<file path="config.mk">
export PLATFORM = sky130hd
export DESIGN_NAME = adc_front_end_ref_detect_ctrl
export DESIGN_NICKNAME = d
export VERILOG_FILES = /design/src/include/conv_ctrl_pkg.sv /design/src/design/conv_result_path.sv /design/src/design/adc_front_end_ref_detect_ctrl.sv
export SDC_FILE = /design/constraint.sdc
export NUM_CORES = 1
export LEC_CHECK = 0
export BUFFER_PORTS_ARGS = -buffer_cell sky130_fd_sc_hd__buf_2
export CAP_MARGIN = 20
export CORE_AREA = 2 2 100 102
export DETAILED_ROUTE_END_ITERATION = 12
export DIE_AREA = 0 0 102 104
export HOLD_SLACK_MARGIN = 0.08
export PLACE_DENSITY = 0.84
export SYNTH_ARGS = -nofsm -noshare
export SYNTH_HDL_FRONTEND = slang
export SYNTH_SLANG_ARGS = --single-unit
</file>
<file path="constraint.sdc">
create_clock -name clk_i -period 1.7 [get_ports clk_i]
set_input_delay 0.085 -clock clk_i [delete_from_list [all_inputs] [get_ports clk_i]]
set_output_delay 0.085 -clock clk_i [all_outputs]
set_load 0.05 [all_outputs]
</file>
<file path="src/include/conv_ctrl_pkg.sv">
/*
 * Constants, register map and carrier types for the converter front-end
 * control block. Assumes a plain one-cycle register port and one 125 MHz clock.
 */
// Behaviour
// - primary range field picks eight doubling spans
// - auxiliary converter has fixed span, no gain
// - unipolar bit changes coding only, not conditioning
// - unipolar results are straight binary
// - bipolar results are offset binary
// - one burnout bit drives both test currents
// - excitation bits route sources separately or combined
// - external reference bit zero selects internal bandgap
// - no-reference flag set on low or open reference
// - no reference forces conversion results to all ones
// - no reference blocks calibration write, sets error
package conv_ctrl_pkg;
    localparam int DATA_W = 16;
    localparam int ADDR_W = 4;
    localparam int REG_W = 8;
    // register offsets
    localparam logic [ADDR_W-1:0] PRIMARY_CONV_CONTROL_OFS = 4'h0;
    localparam logic [ADDR_W-1:0] AUX_CONV_CONTROL_OFS = 4'h1;
    localparam logic [ADDR_W-1:0] CURRENT_SOURCE_CONTROL_OFS = 4'h2;
    localparam logic [ADDR_W-1:0] CONVERTER_STATUS_OFS = 4'h3;
    localparam logic [ADDR_W-1:0] IRQ_STATUS_OFS = 4'h4;
    localparam logic [ADDR_W-1:0] IRQ_MASK_OFS = 4'h5;
    localparam logic [ADDR_W-1:0] PRIMARY_DATA_LO_OFS = 4'h6;
    localparam logic [ADDR_W-1:0] PRIMARY_DATA_HI_OFS = 4'h7;
    localparam logic [ADDR_W-1:0] AUX_DATA_LO_OFS = 4'h8;
    localparam logic [ADDR_W-1:0] AUX_DATA_HI_OFS = 4'h9;
    // control field positions
    localparam int RANGE_LSB = 0;
    localparam int RANGE_W = 3;
    localparam int UNIPOLAR_BIT = 5;
    localparam int EXT_REF_BIT = 6;
    localparam int BURNOUT_BIT = 0;
    localparam int EXC_A_BIT = 1;
    localparam int EXC_B_BIT = 2;
    localparam int EXC_PIN_B_BIT = 3;
    localparam int EXC_COMBINE_BIT = 4;
    // status field positions
    localparam int PRI_READY_BIT = 0;
    localparam int AUX_READY_BIT = 1;
    localparam int PRI_ERR_BIT = 2;
    localparam int AUX_ERR_BIT = 3;
    localparam int NOREF_BIT = 4;
    // reset values
    localparam logic [REG_W-1:0] PRIMARY_CTRL_RST = 8'h07;
    localparam logic [REG_W-1:0] AUX_CTRL_RST = 8'h00;
    localparam logic [REG_W-1:0] CURRENT_CTRL_RST = 8'h00;
    localparam logic [REG_W-1:0] IRQ_MASK_RST = 8'h00;
    localparam logic [DATA_W-1:0] ALL_ONES = 16'hFFFF;
    localparam logic [DATA_W-1:0] MIDSCALE = 16'h8000;
    localparam int SYNC_STAGES = 2;

    typedef enum logic [1:0] {
        CAL_IDLE = 2'b00,
        CAL_RUN = 2'b01,
        CAL_DONE = 2'b11
    } cal_state_e;

    // per-converter settings latched at conversion start
    typedef struct packed {
        logic [RANGE_W-1:0] range;
        logic unipolar;
        logic ext_ref;
    } conv_cfg_s;

    // analog switch controls toward the current sources
    typedef struct packed {
        logic burnout_source;
        logic burnout_sink;
        logic exc1_to_a;
        logic exc1_to_b;
        logic exc2_to_a;
        logic exc2_to_b;
    } isrc_sw_s;
endpackage : conv_ctrl_pkg

</file>
<file path="src/design/conv_result_path.sv">
/*
 * Result path of one converter: output coding, all-ones substitution on
 * reference loss and gating of calibration coefficient writes. Assumes the
 * filter hands over a signed two's complement word with a one-cycle valid.
 */
`timescale 1ns/1ps
`default_nettype none
module conv_result_path
    import conv_ctrl_pkg::*;
(
    // clock and reset
    input wire logic clk_i,
    input wire logic srst_i,
    // filter side
    input wire logic done_i,
    input wire logic [DATA_W-1:0] raw_i,
    input wire logic is_cal_i,
    input wire logic unipolar_i,
    input wire logic noref_i,
    // results
    output logic [DATA_W-1:0] data_o,
    output logic data_wr_o,
    output logic cal_wr_o,
    output logic cal_err_o
);
    logic [DATA_W-1:0] data_r, data_nxt;
    logic data_wr_r, data_wr_nxt, cal_wr_r, cal_wr_nxt, cal_err_r, cal_err_nxt;
    logic [DATA_W-1:0] coded;

    always_comb begin
        // unipolar passes magnitude straight; bipolar flips the top bit
        coded = unipolar_i ? raw_i : (raw_i ^ MIDSCALE);
        data_nxt = data_r;
        data_wr_nxt = 1'b0;
        cal_wr_nxt = 1'b0;
        cal_err_nxt = 1'b0;
        if (done_i && !is_cal_i) begin
            data_wr_nxt = 1'b1;
            data_nxt = noref_i ? ALL_ONES : coded;
        end else if (done_i && is_cal_i) begin
            cal_wr_nxt = !noref_i;
            cal_err_nxt = noref_i;
            data_nxt = noref_i ? data_r : coded;
        end
    end

    always_ff @(posedge clk_i) begin
        if (srst_i) begin
            data_r <= '0;
            data_wr_r <= 1'b0;
            cal_wr_r <= 1'b0;
            cal_err_r <= 1'b0;
        end else begin
            data_r <= data_nxt;
            data_wr_r <= data_wr_nxt;
            cal_wr_r <= cal_wr_nxt;
            cal_err_r <= cal_err_nxt;
        end
    end

    assign data_o = data_r;
    assign data_wr_o = data_wr_r;
    assign cal_wr_o = cal_wr_r;
    assign cal_err_o = cal_err_r;

    noref_ones_a: assert property (@(posedge clk_i) disable iff (srst_i)
        done_i && !is_cal_i && noref_i |=> data_wr_o && data_o == ALL_ONES)
        else $error("result not forced to all ones without reference");
    cal_block_a: assert property (@(posedge clk_i) disable iff (srst_i)
        done_i && is_cal_i && noref_i |=> !cal_wr_o && cal_err_o)
        else $error("calibration write not blocked without reference");
    bipolar_code_a: assert property (@(posedge clk_i) disable iff (srst_i)
        done_i && !is_cal_i && !noref_i && !unipolar_i && raw_i == '0
        |=> data_o == MIDSCALE)
        else $error("bipolar zero input not coded as midscale");
endmodule : conv_result_path
`default_nettype wire

</file>
<file path="src/design/adc_front_end_ref_detect_ctrl.sv">
/*
 * Control and status registers of a dual sigma-delta front end: range,
 * coding, reference select, current sources, reference detect, calibration
 * error and interrupt. Assumes one 125 MHz clock, a plain register port,
 * and asynchronous detector and converter strobes from the analog side
 * (converter done strobes are level-toggle events, start inputs are pulses, detector inputs are levels).
 */
`timescale 1ns/1ps
`default_nettype none
module adc_front_end_ref_detect_ctrl
    import conv_ctrl_pkg::*;
(
    // clock and reset
    input wire logic clk_i,
    input wire logic srst_i,
    // register port
    input wire logic [ADDR_W-1:0] addr_i,
    input wire logic [REG_W-1:0] wdata_i,
    input wire logic wr_i,
    input wire logic rd_i,
    output logic [REG_W-1:0] rdata_o,
    // reference detector (asynchronous levels)
    input wire logic ref_low_i,
    input wire logic ref_in_pos_open_i,
    input wire logic ref_in_neg_open_i,
    // converter events from the filter (done inputs toggle per conversion, start inputs pulse)
    input wire logic pri_done_tgl_i,
    input wire logic aux_done_tgl_i,
    input wire logic [DATA_W-1:0] pri_raw_i,
    input wire logic [DATA_W-1:0] aux_raw_i,
    input wire logic pri_is_cal_i,
    input wire logic aux_is_cal_i,
    input wire logic pri_start_i,
    input wire logic aux_start_i,
    // analog controls
    output conv_cfg_s pri_cfg_o,
    output conv_cfg_s aux_cfg_o,
    output isrc_sw_s isrc_o,
    output logic pri_cal_wr_o,
    output logic aux_cal_wr_o,
    // interrupt
    output logic irq_o
);
    // synchronisers: stage 1 feeds only stage 2
    logic [4:0] async_in, sync1_r, sync2_r;
    assign async_in = {aux_done_tgl_i, pri_done_tgl_i, ref_in_neg_open_i,
                       ref_in_pos_open_i, ref_low_i};
    always_ff @(posedge clk_i) begin
        if (srst_i) begin
            sync1_r <= '0;
            sync2_r <= '0;
        end else begin
            sync1_r <= async_in;
            sync2_r <= sync1_r;
        end
    end

    logic noref_now;
    assign noref_now = sync2_r[0] | sync2_r[1] | sync2_r[2];

    logic pri_tgl_d_r, aux_tgl_d_r;
    logic pri_done, aux_done;
    assign pri_done = sync2_r[3] ^ pri_tgl_d_r;
    assign aux_done = sync2_r[4] ^ aux_tgl_d_r;

    // control registers
    logic [REG_W-1:0] pri_ctrl_r, pri_ctrl_nxt;
    logic [REG_W-1:0] aux_ctrl_r, aux_ctrl_nxt;
    logic [REG_W-1:0] cur_ctrl_r, cur_ctrl_nxt;
    logic [REG_W-1:0] mask_r, mask_nxt;
    logic [REG_W-1:0] irq_stat_r, irq_stat_nxt;
    logic pri_err_r, pri_err_nxt, aux_err_r, aux_err_nxt;
    logic pri_rdy_r, pri_rdy_nxt, aux_rdy_r, aux_rdy_nxt;
    logic noref_r;
    conv_cfg_s pri_cfg_r, pri_cfg_nxt, aux_cfg_r, aux_cfg_nxt;
    isrc_sw_s isrc_r, isrc_nxt;
    logic [REG_W-1:0] rdata_r, rdata_nxt;
    logic irq_r, irq_nxt;

    logic [DATA_W-1:0] pri_data, aux_data;
    logic pri_wr, aux_wr, pri_cerr, aux_cerr;
    logic [REG_W-1:0] status_view, ev;
    logic wr_ctrl;

    conv_result_path u_pri (
        .clk_i(clk_i),
        .srst_i(srst_i),
        .done_i(pri_done),
        .raw_i(pri_raw_i),
        .is_cal_i(pri_is_cal_i),
        .unipolar_i(pri_cfg_r.unipolar),
        .noref_i(noref_r),
        .data_o(pri_data),
        .data_wr_o(pri_wr),
        .cal_wr_o(pri_cal_wr_o),
        .cal_err_o(pri_cerr)
    );
    conv_result_path u_aux (
        .clk_i(clk_i),
        .srst_i(srst_i),
        .done_i(aux_done),
        .raw_i(aux_raw_i),
        .is_cal_i(aux_is_cal_i),
        .unipolar_i(aux_cfg_r.unipolar),
        .noref_i(noref_r),
        .data_o(aux_data),
        .data_wr_o(aux_wr),
        .cal_wr_o(aux_cal_wr_o),
        .cal_err_o(aux_cerr)
    );

    always_comb begin
        status_view = '0;
        status_view[PRI_READY_BIT] = pri_rdy_r;
        status_view[AUX_READY_BIT] = aux_rdy_r;
        status_view[PRI_ERR_BIT] = pri_err_r;
        status_view[AUX_ERR_BIT] = aux_err_r;
        status_view[NOREF_BIT] = noref_r;
        ev = '0;
        ev[PRI_READY_BIT] = pri_wr | pri_cal_wr_o | pri_cerr;
        ev[AUX_READY_BIT] = aux_wr | aux_cal_wr_o | aux_cerr;
        ev[PRI_ERR_BIT] = pri_cerr;
        ev[AUX_ERR_BIT] = aux_cerr;
        ev[NOREF_BIT] = noref_now & ~noref_r;
        wr_ctrl = wr_i;
    end

    // register writes and sticky status
    always_comb begin
        pri_ctrl_nxt = pri_ctrl_r;
        aux_ctrl_nxt = aux_ctrl_r;
        cur_ctrl_nxt = cur_ctrl_r;
        mask_nxt = mask_r;
        irq_stat_nxt = irq_stat_r;
        pri_err_nxt = pri_err_r;
        aux_err_nxt = aux_err_r;
        pri_rdy_nxt = pri_rdy_r;
        aux_rdy_nxt = aux_rdy_r;
        if (wr_ctrl) begin
            if (addr_i == PRIMARY_CONV_CONTROL_OFS) begin
                pri_ctrl_nxt = wdata_i;
            end else if (addr_i == AUX_CONV_CONTROL_OFS) begin
                aux_ctrl_nxt = wdata_i;
            end else if (addr_i == CURRENT_SOURCE_CONTROL_OFS) begin
                cur_ctrl_nxt = wdata_i;
            end else if (addr_i == CONVERTER_STATUS_OFS) begin
                // write one clears error and ready flags
                pri_err_nxt = pri_err_r & ~wdata_i[PRI_ERR_BIT];
                aux_err_nxt = aux_err_r & ~wdata_i[AUX_ERR_BIT];
                pri_rdy_nxt = pri_rdy_r & ~wdata_i[PRI_READY_BIT];
                aux_rdy_nxt = aux_rdy_r & ~wdata_i[AUX_READY_BIT];
            end else if (addr_i == IRQ_STATUS_OFS) begin
                irq_stat_nxt = irq_stat_r & ~wdata_i;
            end else if (addr_i == IRQ_MASK_OFS) begin
                mask_nxt = wdata_i;
            end
        end
        // hardware set wins over software clear
        if (pri_cerr) begin
            pri_err_nxt = 1'b1;
        end
        if (aux_cerr) begin
            aux_err_nxt = 1'b1;
        end
        if (ev[PRI_READY_BIT]) begin
            pri_rdy_nxt = 1'b1;
        end
        if (ev[AUX_READY_BIT]) begin
            aux_rdy_nxt = 1'b1;
        end
        irq_stat_nxt = irq_stat_nxt | ev;
    end

    // converter settings take effect at the next conversion start; current sources and irq update every cycle
    always_comb begin
        pri_cfg_nxt = pri_cfg_r;
        aux_cfg_nxt = aux_cfg_r;
        if (pri_start_i) begin
            pri_cfg_nxt.range = pri_ctrl_r[RANGE_LSB +: RANGE_W];
            pri_cfg_nxt.unipolar = pri_ctrl_r[UNIPOLAR_BIT];
            pri_cfg_nxt.ext_ref = pri_ctrl_r[EXT_REF_BIT];
        end
        if (aux_start_i) begin
            aux_cfg_nxt.range = '0;
            aux_cfg_nxt.unipolar = aux_ctrl_r[UNIPOLAR_BIT];
            aux_cfg_nxt.ext_ref = aux_ctrl_r[EXT_REF_BIT];
        end
        isrc_nxt.burnout_source = cur_ctrl_r[BURNOUT_BIT];
        isrc_nxt.burnout_sink = cur_ctrl_r[BURNOUT_BIT];
        // combine steers both sources onto the pin named by the pin select
        if (cur_ctrl_r[EXC_COMBINE_BIT]) begin
            isrc_nxt.exc1_to_a = cur_ctrl_r[EXC_A_BIT] & ~cur_ctrl_r[EXC_PIN_B_BIT];
            isrc_nxt.exc1_to_b = cur_ctrl_r[EXC_A_BIT] & cur_ctrl_r[EXC_PIN_B_BIT];
            isrc_nxt.exc2_to_a = cur_ctrl_r[EXC_B_BIT] & ~cur_ctrl_r[EXC_PIN_B_BIT];
            isrc_nxt.exc2_to_b = cur_ctrl_r[EXC_B_BIT] & cur_ctrl_r[EXC_PIN_B_BIT];
        end else begin
            isrc_nxt.exc1_to_a = cur_ctrl_r[EXC_A_BIT];
            isrc_nxt.exc1_to_b = 1'b0;
            isrc_nxt.exc2_to_a = 1'b0;
            isrc_nxt.exc2_to_b = cur_ctrl_r[EXC_B_BIT];
        end
        irq_nxt = |(irq_stat_nxt & mask_nxt);
    end

    // read data one cycle after the strobe
    always_comb begin
        rdata_nxt = '0;
        if (rd_i) begin
            if (addr_i == PRIMARY_CONV_CONTROL_OFS) begin
                rdata_nxt = pri_ctrl_r;
            end else if (addr_i == AUX_CONV_CONTROL_OFS) begin
                rdata_nxt = aux_ctrl_r;
            end else if (addr_i == CURRENT_SOURCE_CONTROL_OFS) begin
                rdata_nxt = cur_ctrl_r;
            end else if (addr_i == CONVERTER_STATUS_OFS) begin
                rdata_nxt = status_view;
            end else if (addr_i == IRQ_STATUS_OFS) begin
                rdata_nxt = irq_stat_r;
            end else if (addr_i == IRQ_MASK_OFS) begin
                rdata_nxt = mask_r;
            end else if (addr_i == PRIMARY_DATA_LO_OFS) begin
                rdata_nxt = pri_data[7:0];
            end else if (addr_i == PRIMARY_DATA_HI_OFS) begin
                rdata_nxt = pri_data[15:8];
            end else if (addr_i == AUX_DATA_LO_OFS) begin
                rdata_nxt = aux_data[7:0];
            end else if (addr_i == AUX_DATA_HI_OFS) begin
                rdata_nxt = aux_data[15:8];
            end
        end
    end

    always_ff @(posedge clk_i) begin
        if (srst_i) begin
            pri_ctrl_r <= PRIMARY_CTRL_RST;
            aux_ctrl_r <= AUX_CTRL_RST;
            cur_ctrl_r <= CURRENT_CTRL_RST;
            mask_r <= IRQ_MASK_RST;
            irq_stat_r <= '0;
            pri_err_r <= 1'b0;
            aux_err_r <= 1'b0;
            pri_rdy_r <= 1'b0;
            aux_rdy_r <= 1'b0;
            noref_r <= 1'b0;
            pri_tgl_d_r <= 1'b0;
            aux_tgl_d_r <= 1'b0;
            pri_cfg_r <= '0;
            aux_cfg_r <= '0;
            isrc_r <= '0;
            rdata_r <= '0;
            irq_r <= 1'b0;
        end else begin
            pri_ctrl_r <= pri_ctrl_nxt;
            aux_ctrl_r <= aux_ctrl_nxt;
            cur_ctrl_r <= cur_ctrl_nxt;
            mask_r <= mask_nxt;
            irq_stat_r <= irq_stat_nxt;
            pri_err_r <= pri_err_nxt;
            aux_err_r <= aux_err_nxt;
            pri_rdy_r <= pri_rdy_nxt;
            aux_rdy_r <= aux_rdy_nxt;
            noref_r <= noref_now;
            pri_tgl_d_r <= sync2_r[3];
            aux_tgl_d_r <= sync2_r[4];
            pri_cfg_r <= pri_cfg_nxt;
            aux_cfg_r <= aux_cfg_nxt;
            isrc_r <= isrc_nxt;
            rdata_r <= rdata_nxt;
            irq_r <= irq_nxt;
        end
    end

    assign pri_cfg_o = pri_cfg_r;
    assign aux_cfg_o = aux_cfg_r;
    assign isrc_o = isrc_r;
    assign rdata_o = rdata_r;
    assign irq_o = irq_r;

    noref_follow_a: assert property (@(posedge clk_i) disable iff (srst_i)
        ##1 noref_r == $past(noref_now))
        else $error("no-reference flag does not track detector");
    err_sticky_a: assert property (@(posedge clk_i) disable iff (srst_i)
        pri_err_r && !(wr_i && addr_i == CONVERTER_STATUS_OFS) |=> pri_err_r)
        else $error("primary error dropped without a clear");
    burnout_pair_a: assert property (@(posedge clk_i) disable iff (srst_i)
        isrc_o.burnout_source == isrc_o.burnout_sink)
        else $error("burnout currents not switched together");
    aux_range_a: assert property (@(posedge clk_i) disable iff (srst_i)
        aux_cfg_o.range == '0)
        else $error("auxiliary converter shows a gain range");
    cfg_hold_a: assert property (@(posedge clk_i) disable iff (srst_i)
        !pri_start_i |=> $stable(pri_cfg_o))
        else $error("primary settings changed outside a conversion start");
    range_take_a: assert property (@(posedge clk_i) disable iff (srst_i)
        pri_start_i |=> pri_cfg_o.range == $past(pri_ctrl_r[RANGE_LSB +: RANGE_W]))
        else $error("range not taken at conversion start");
    ref_sel_a: assert property (@(posedge clk_i) disable iff (srst_i)
        pri_start_i |=> pri_cfg_o.ext_ref == $past(pri_ctrl_r[EXT_REF_BIT]))
        else $error("reference select not taken at conversion start");
    exc_split_a: assert property (@(posedge clk_i) disable iff (srst_i)
        !cur_ctrl_r[EXC_COMBINE_BIT] |=> !isrc_o.exc1_to_b && !isrc_o.exc2_to_a)
        else $error("excitation sources combined while split selected");
endmodule : adc_front_end_ref_detect_ctrl
`default_nettype wire

</file>
# Yosys cells after proc, flatten, opt, wreduce, memory -nomap -nowiden
# Index checks and enable logic that the tools add are counted.
# classes
n_bitwise	35
n_reduce_logical	32
eq_ne	23
mux	60
# ops
operator	count
8-bit 2-to-1 mux	23
16-bit 2-to-1 mux	10
1-bit 2-to-1 mux	26
5-bit AND reduction	4
2-bit nonzero test	10
8-bit AND	2
4-bit by 3-bit == test with 1-bit output (second input constant)	4
2-bit by 1-bit inequality test with 1-bit output (second input constant)	8
1-bit NOT	14
2-bit inequality test (second input constant)	6
1-bit AND	9
4-bit by 2-bit == test with 1-bit output (second input constant)	2
4-bit == test (second input constant)	2
8-bit NOT	1
8-bit by 5-bit OR with 8-bit output	1
8-bit OR reduction	1
1-bit OR	6
2-bit AND reduction	3
3-bit OR reduction	2
4-bit by 1-bit == test with 1-bit output (second input constant)	1
1-bit logical AND	4
4-bit zero test	1
4-bit 2-to-1 mux	1
4-bit AND reduction	1
other kinds (4)	8
# totals
input_bits	57
register_bits	116
output_inout_bits	27

# Longest topological paths before layout
# logic_depth
word_depth	11
ltp_mapped	8
depth_no_buf	5

# Cells and area by module
# From an unflattened synthesis, not the netlist that was laid out.
# hier_totals
cells_unflattened	493
area_unflattened_um2	4787.1
# modules_own_cells
mod	area_per_inst_um2	seq_area_each_um2	cells_per_inst	instances
adc_front_end_ref_detect_ctrl	3445.8	1561.5	397	1
conv_result_path	670.6	380.4	48	2

# Worst setup path before layout
# OpenSTA, ideal clock, no wires.
# synth_timing
path_kind	input -> register
start	input wr_i
end	register irq_r (netlist: irq_o)
n_path_buf	3
cell_stages	8
setup_time_ps	125
arrival_time_ps	1474
slack_ps	101
path_cell_list	buf_2 -> and3b_1 -> buf_6 -> and2_4 -> buf_6 -> mux2i_1 -> o22ai_1 -> o41a_1
# synth_via
elab_chain_cells	4
elab_cells_between_ends	5
classes_between	2 x mux; 2 x bitwise; 1 x reduce/logical
# synth_lines
element	line	source
start, declared	adc_front_end_ref_detect_ctrl.sv:19	input wire logic wr_i,
8-bit 2-to-1 mux	adc_front_end_ref_detect_ctrl.sv:139	if (wr_ctrl) begin
8-bit by 5-bit OR with 8-bit output	adc_front_end_ref_detect_ctrl.sv:171	irq_stat_nxt = irq_stat_nxt | ev;
8-bit AND (*)	adc_front_end_ref_detect_ctrl.sv:202	irq_nxt = |(irq_stat_nxt & mask_nxt);
8-bit OR reduction (*)	adc_front_end_ref_detect_ctrl.sv:202	
end signal, assigned	adc_front_end_ref_detect_ctrl.sv:269	irq_r <= irq_nxt;
end, declared	adc_front_end_ref_detect_ctrl.sv:78	logic irq_r, irq_nxt;
# Mark *: on every way between the ends. The rest lies on a longest branch, timed or not.
# A chain may end at the register's enable or synchronous reset.

# Final worst setup path
# layout_timing
start	register u_aux.cal_err_r (netlist: u_aux.cal_err_o)
end	register irq_r (netlist: irq_o)
# layout_via
elab_chain_cells	4
# layout_lines
element	line	source
start, declared	conv_result_path.sv:27	logic data_wr_r, data_wr_nxt, cal_wr_r, cal_wr_nxt, cal_err_r, cal_err_nxt;
start signal, assigned	conv_result_path.sv:57	cal_err_r <= cal_err_nxt;
1-bit OR	adc_front_end_ref_detect_ctrl.sv:121	ev[AUX_READY_BIT] = aux_wr | aux_cal_wr_o | aux_cerr;
8-bit by 5-bit OR with 8-bit output (*)	adc_front_end_ref_detect_ctrl.sv:171	
8-bit AND (*)	adc_front_end_ref_detect_ctrl.sv:202	
8-bit OR reduction (*)	adc_front_end_ref_detect_ctrl.sv:202	
# Marked as above.

==> key figures <==
Global route
  • Antenna violations before repair: 1
  • Gr usage total: 25.9%
  • Pin count of the biggest net entering global routing: 101
  • GR Overflow Total: 0
  • First-pass GRT wire length: 21.3 mm
  • Vias in the first global route: 4429

Setup path
  • Register-to-Register Path Depth: 4
  • Worst Setup End Kind: flip-flop
  • Worst Path Required: 2.11 ns
  • Critical path type: reg -> reg
  • CP arrival: 2.00 ns
  • Worst setup SP type: flip-flop
  • Crit path max fanout: 3

Routing
  • DR vias/cell: 5.64
  • WL final: 13.9 mm
  • Residual DRC: 0
  • Vias: 4549
  • Iteration-0 DRC count of the detailed router: 431
  • Router iterations before antenna repair: 5
  • DR WL/cell: 17.2 um
  • ANT nets after route: 0

Floorplan
  • Core area: 0.00955 mm2
  • Die height: 104 um
  • Site row count: 36
  • Ports: 84
  • Die width: 102 um
  • Die Area: 0.0106 mm2
  • Initial Utilization: 48.7%

Timing
  • Max Clock Freq: 628 MHz
  • Post-route minimum period: 1.59 ns
  • Hold Vio Cnt, Final: 0
  • Period utilisation layout: 93.7%
  • Max_slew headroom: 52.9%
  • Setup Viol. Count Final: 0
  • Worst slew pin tran: 0.706 ns
  • RSZ-0062 raised after global routing: false
  • Clk_skew: 0.00572 ns
  • Slew Limit Fails: 0

Min path
  • Hold Path Stages: 5
  • Worst Hold Class: in -> reg

Layout
  • Area grow syn2layout: 36.6%
  • NumNets Final: 716
  • Register area: 0.00232 mm2
  • Multi-input logic area: 0.00218 mm2
  • Final instance area: 0.00635 mm2
  • Fraction of layout cells with a size suffix above 1: 21.6%
  • Filler Cells Inserted: 720

Synthesis
  • Synth Register Bits: 116
  • Post-synth EDFFs: 0
  • Most instantiated library cell after synthesis: dfxtp_1
  • Seq/Total Area, Yosys: 49.9%
  • Async SR Flop Fraction: 0%
  • Area share of the leading cell type in the synthesized netlist: 49.9%
  • Commonest cells in the netlist: 116 x dfxtp_1, 97 x nor2_1, 41 x mux2i_1, 38 x a21oi_1, 36 x o22ai_1
  • Top cell type by total area after synthesis: dfxtp_1
  • Most used DFF post-synth: dfxtp_1
  • Avg Cell Area, Syn: 8.82 um2
  • Post-Syn Area: 0.00465 mm2
  • Synth area leaders: dfxtp_1 50%, mux2i_1 8.8%, nor2_1 7.8%
  • Number of distinct library cells after synthesis: 40
  • Warning count from the yosys run: 0
  • Post-synthesis cell count: 527

Clock tree
  • Worst-path clk slew: 0.06 ns
  • Root Driver: clkbuf_8
  • CTS sink count: 116
  • Num CTS Buffers: 17
  • CTS tree: yes
  • H-tree levels: 4
  • Clock latency on the worst-skew pair: 0.52 ns
  • Longest Clk Path Bufs: 2

Power
  • VDD IR-drop max: 0.000715 V
  • Power share of the combinational group: 11.0%
  • Internal: 5.15 mW
  • Net switching power: 1.76 mW
  • Leakage: 2.73 nW
  • Sequential power share: 41.8%
  • Power, Total: 6.92 mW
  • Sw frac: 25.5%
  • PD cells: 1090 mW/mm2
  • Clock power share: 47.2%

Placement
  • Routability cong.: 0.871
  • Post-DP HPWL: 8.50 mm
  • Cell Area, Placed: 0.00519 mm2
  • Port bufs: 80

Outcome
  • Outcome: finished clean

Job
  • Number of max-cap violations: 0
[area by class of cell]
class / count / share of cell area (%)
flip-flops and latches: 116 / 36.6
repair buffers: 154 / 17.4
diodes: 1 / 0.0394
multi-input cells: 364 / 34.3
inverters: 6 / 0.355
clock buffers: 19 / 6.96
well taps: 133 / 2.62
clock inverters: 13 / 1.71
[path summary, 6_finish.rpt]
| check | start | slack [ns] | endpoint |
|---|---|---|---|
| worst max-delay path | u_aux.cal_err_o | 0.11 | irq_o |
| worst min-delay path | addr_i[2] | 0.21 | rdata_o[7] |
| worst max register to register | u_aux.cal_err_o | 0.11 | irq_o |
| worst min register to register | sync1_r[1] | 0.43 | sync2_r[1] |
[sequential cells by signal (all words and copies together), names as in the netlist, 2 cells and up]
signal        count
u_aux.data_o     16
sync2_r           5
mask_r            8
aux_cfg_o         2
u_pri.data_o     16
aux_ctrl_r        8
irq_stat_r        8
isrc_o            5
pri_cfg_o         5
cur_ctrl_r        8
sync1_r           5
pri_ctrl_r        8
rdata_o           8
[power groups by stage]
stage / clock (mW) / sequential, mW / combinational [mW]
after CTS: 3.28 / 2.89 / 0.727
after floorplan: 0 / 2.97 / 0.370
final: 3.27 / 2.89 / 0.761
after detailed placement: 0 / 2.94 / 0.629
after global routing: 3.39 / 2.90 / 0.813
after global placement: 0 / 2.94 / 0.608
[cells in the final DEF (no fill, tap or decap), types with 2 or more instances in the layout]
| cell | Yosys | final |
|---|---|---|
| o2bb2ai_1 | 5 | 5 |
| nand2_1 | 30 | 30 |
| a32oi_1 | 7 | 7 |
| o211ai_1 | 7 | 7 |
| o21ai_0 | 17 | 17 |
| nor2b_1 | 19 | 19 |
| inv_1 | 6 | 6 |
| and4_1 | 2 | 2 |
| mux2i_2 | 0 | 2 |
| buf_2 | 5 | 79 |
| and3_1 | 3 | 3 |
| nand3_1 | 16 | 16 |
| clkbuf_16 | 0 | 16 |
| clkbuf_8 | 0 | 3 |
| a22o_1 | 5 | 5 |
| a21oi_1 | 38 | 37 |
| nand2b_1 | 10 | 10 |
| nor3_1 | 6 | 6 |
| buf_4 | 6 | 21 |
| mux2i_4 | 0 | 4 |
| nor3b_1 | 2 | 2 |
| o221ai_1 | 2 | 2 |
| nor2_1 | 97 | 97 |
| dlygate4sd3_1 | 0 | 51 |
| dfxtp_1 | 116 | 116 |
| mux2i_1 | 41 | 35 |
| conb_1 | 1 | 3 |
| xnor2_1 | 4 | 4 |
| o22ai_1 | 36 | 35 |
| clkinv_2 | 0 | 5 |
| clkinvlp_4 | 0 | 6 |
[per-layer routing]
layer	GRT usage, %	wire length (um)	part of all wire [%]	vias to the layer above
met5	0	0	0	-
met4	14.8	597	4.3	0
met3	5.65	1100	8.0	67
met2	41.1	6640	48	261
met1	32.2	5530	40	2121
li1	-	-	-	2100
[through the flow]
stage	setup slack (ns)	TNS, ns	utilization (%)	hold slack, ns	cells
3_5_place_dp	-0.112	-0.695	54.3	0.301	720
6_report	0.108	0	66.5	0.210	806
4_1_cts	0.0324	0	65.6	0.133	804
5_1_grt	0.0625	0	66.5	0.219	806
3_3_place_gp	0.0225	0	54.3	0.295	719
2_1_floorplan	0.101	0	-	0.164	529
[critical path: stages, from the launching register on]
cell	delay, ns
dfxtp_1	0.33
nor3_1	0.32
a21boi_1	0.28
o22ai_1	0.13
o41a_1	0.42
[cells by family after synthesis]
kind of cell	Yosys count	share of synthesized area, %
other cells	1	0.0807
flops	116	49.9
compound gates	122	16.3
buf+inv	49	4.90
mux	41	8.83
simple gates	193	19.0
xor+xnor	5	0.942
[what timing repair did]
item                       CTS  global route
hold buffers                52             0
buffers inserted             0             2
setup endpoints to repair   16             1
hold endpoints to repair   100             0
resized for setup            1            14
Note: power is estimated with default switching activity, not from simulation.
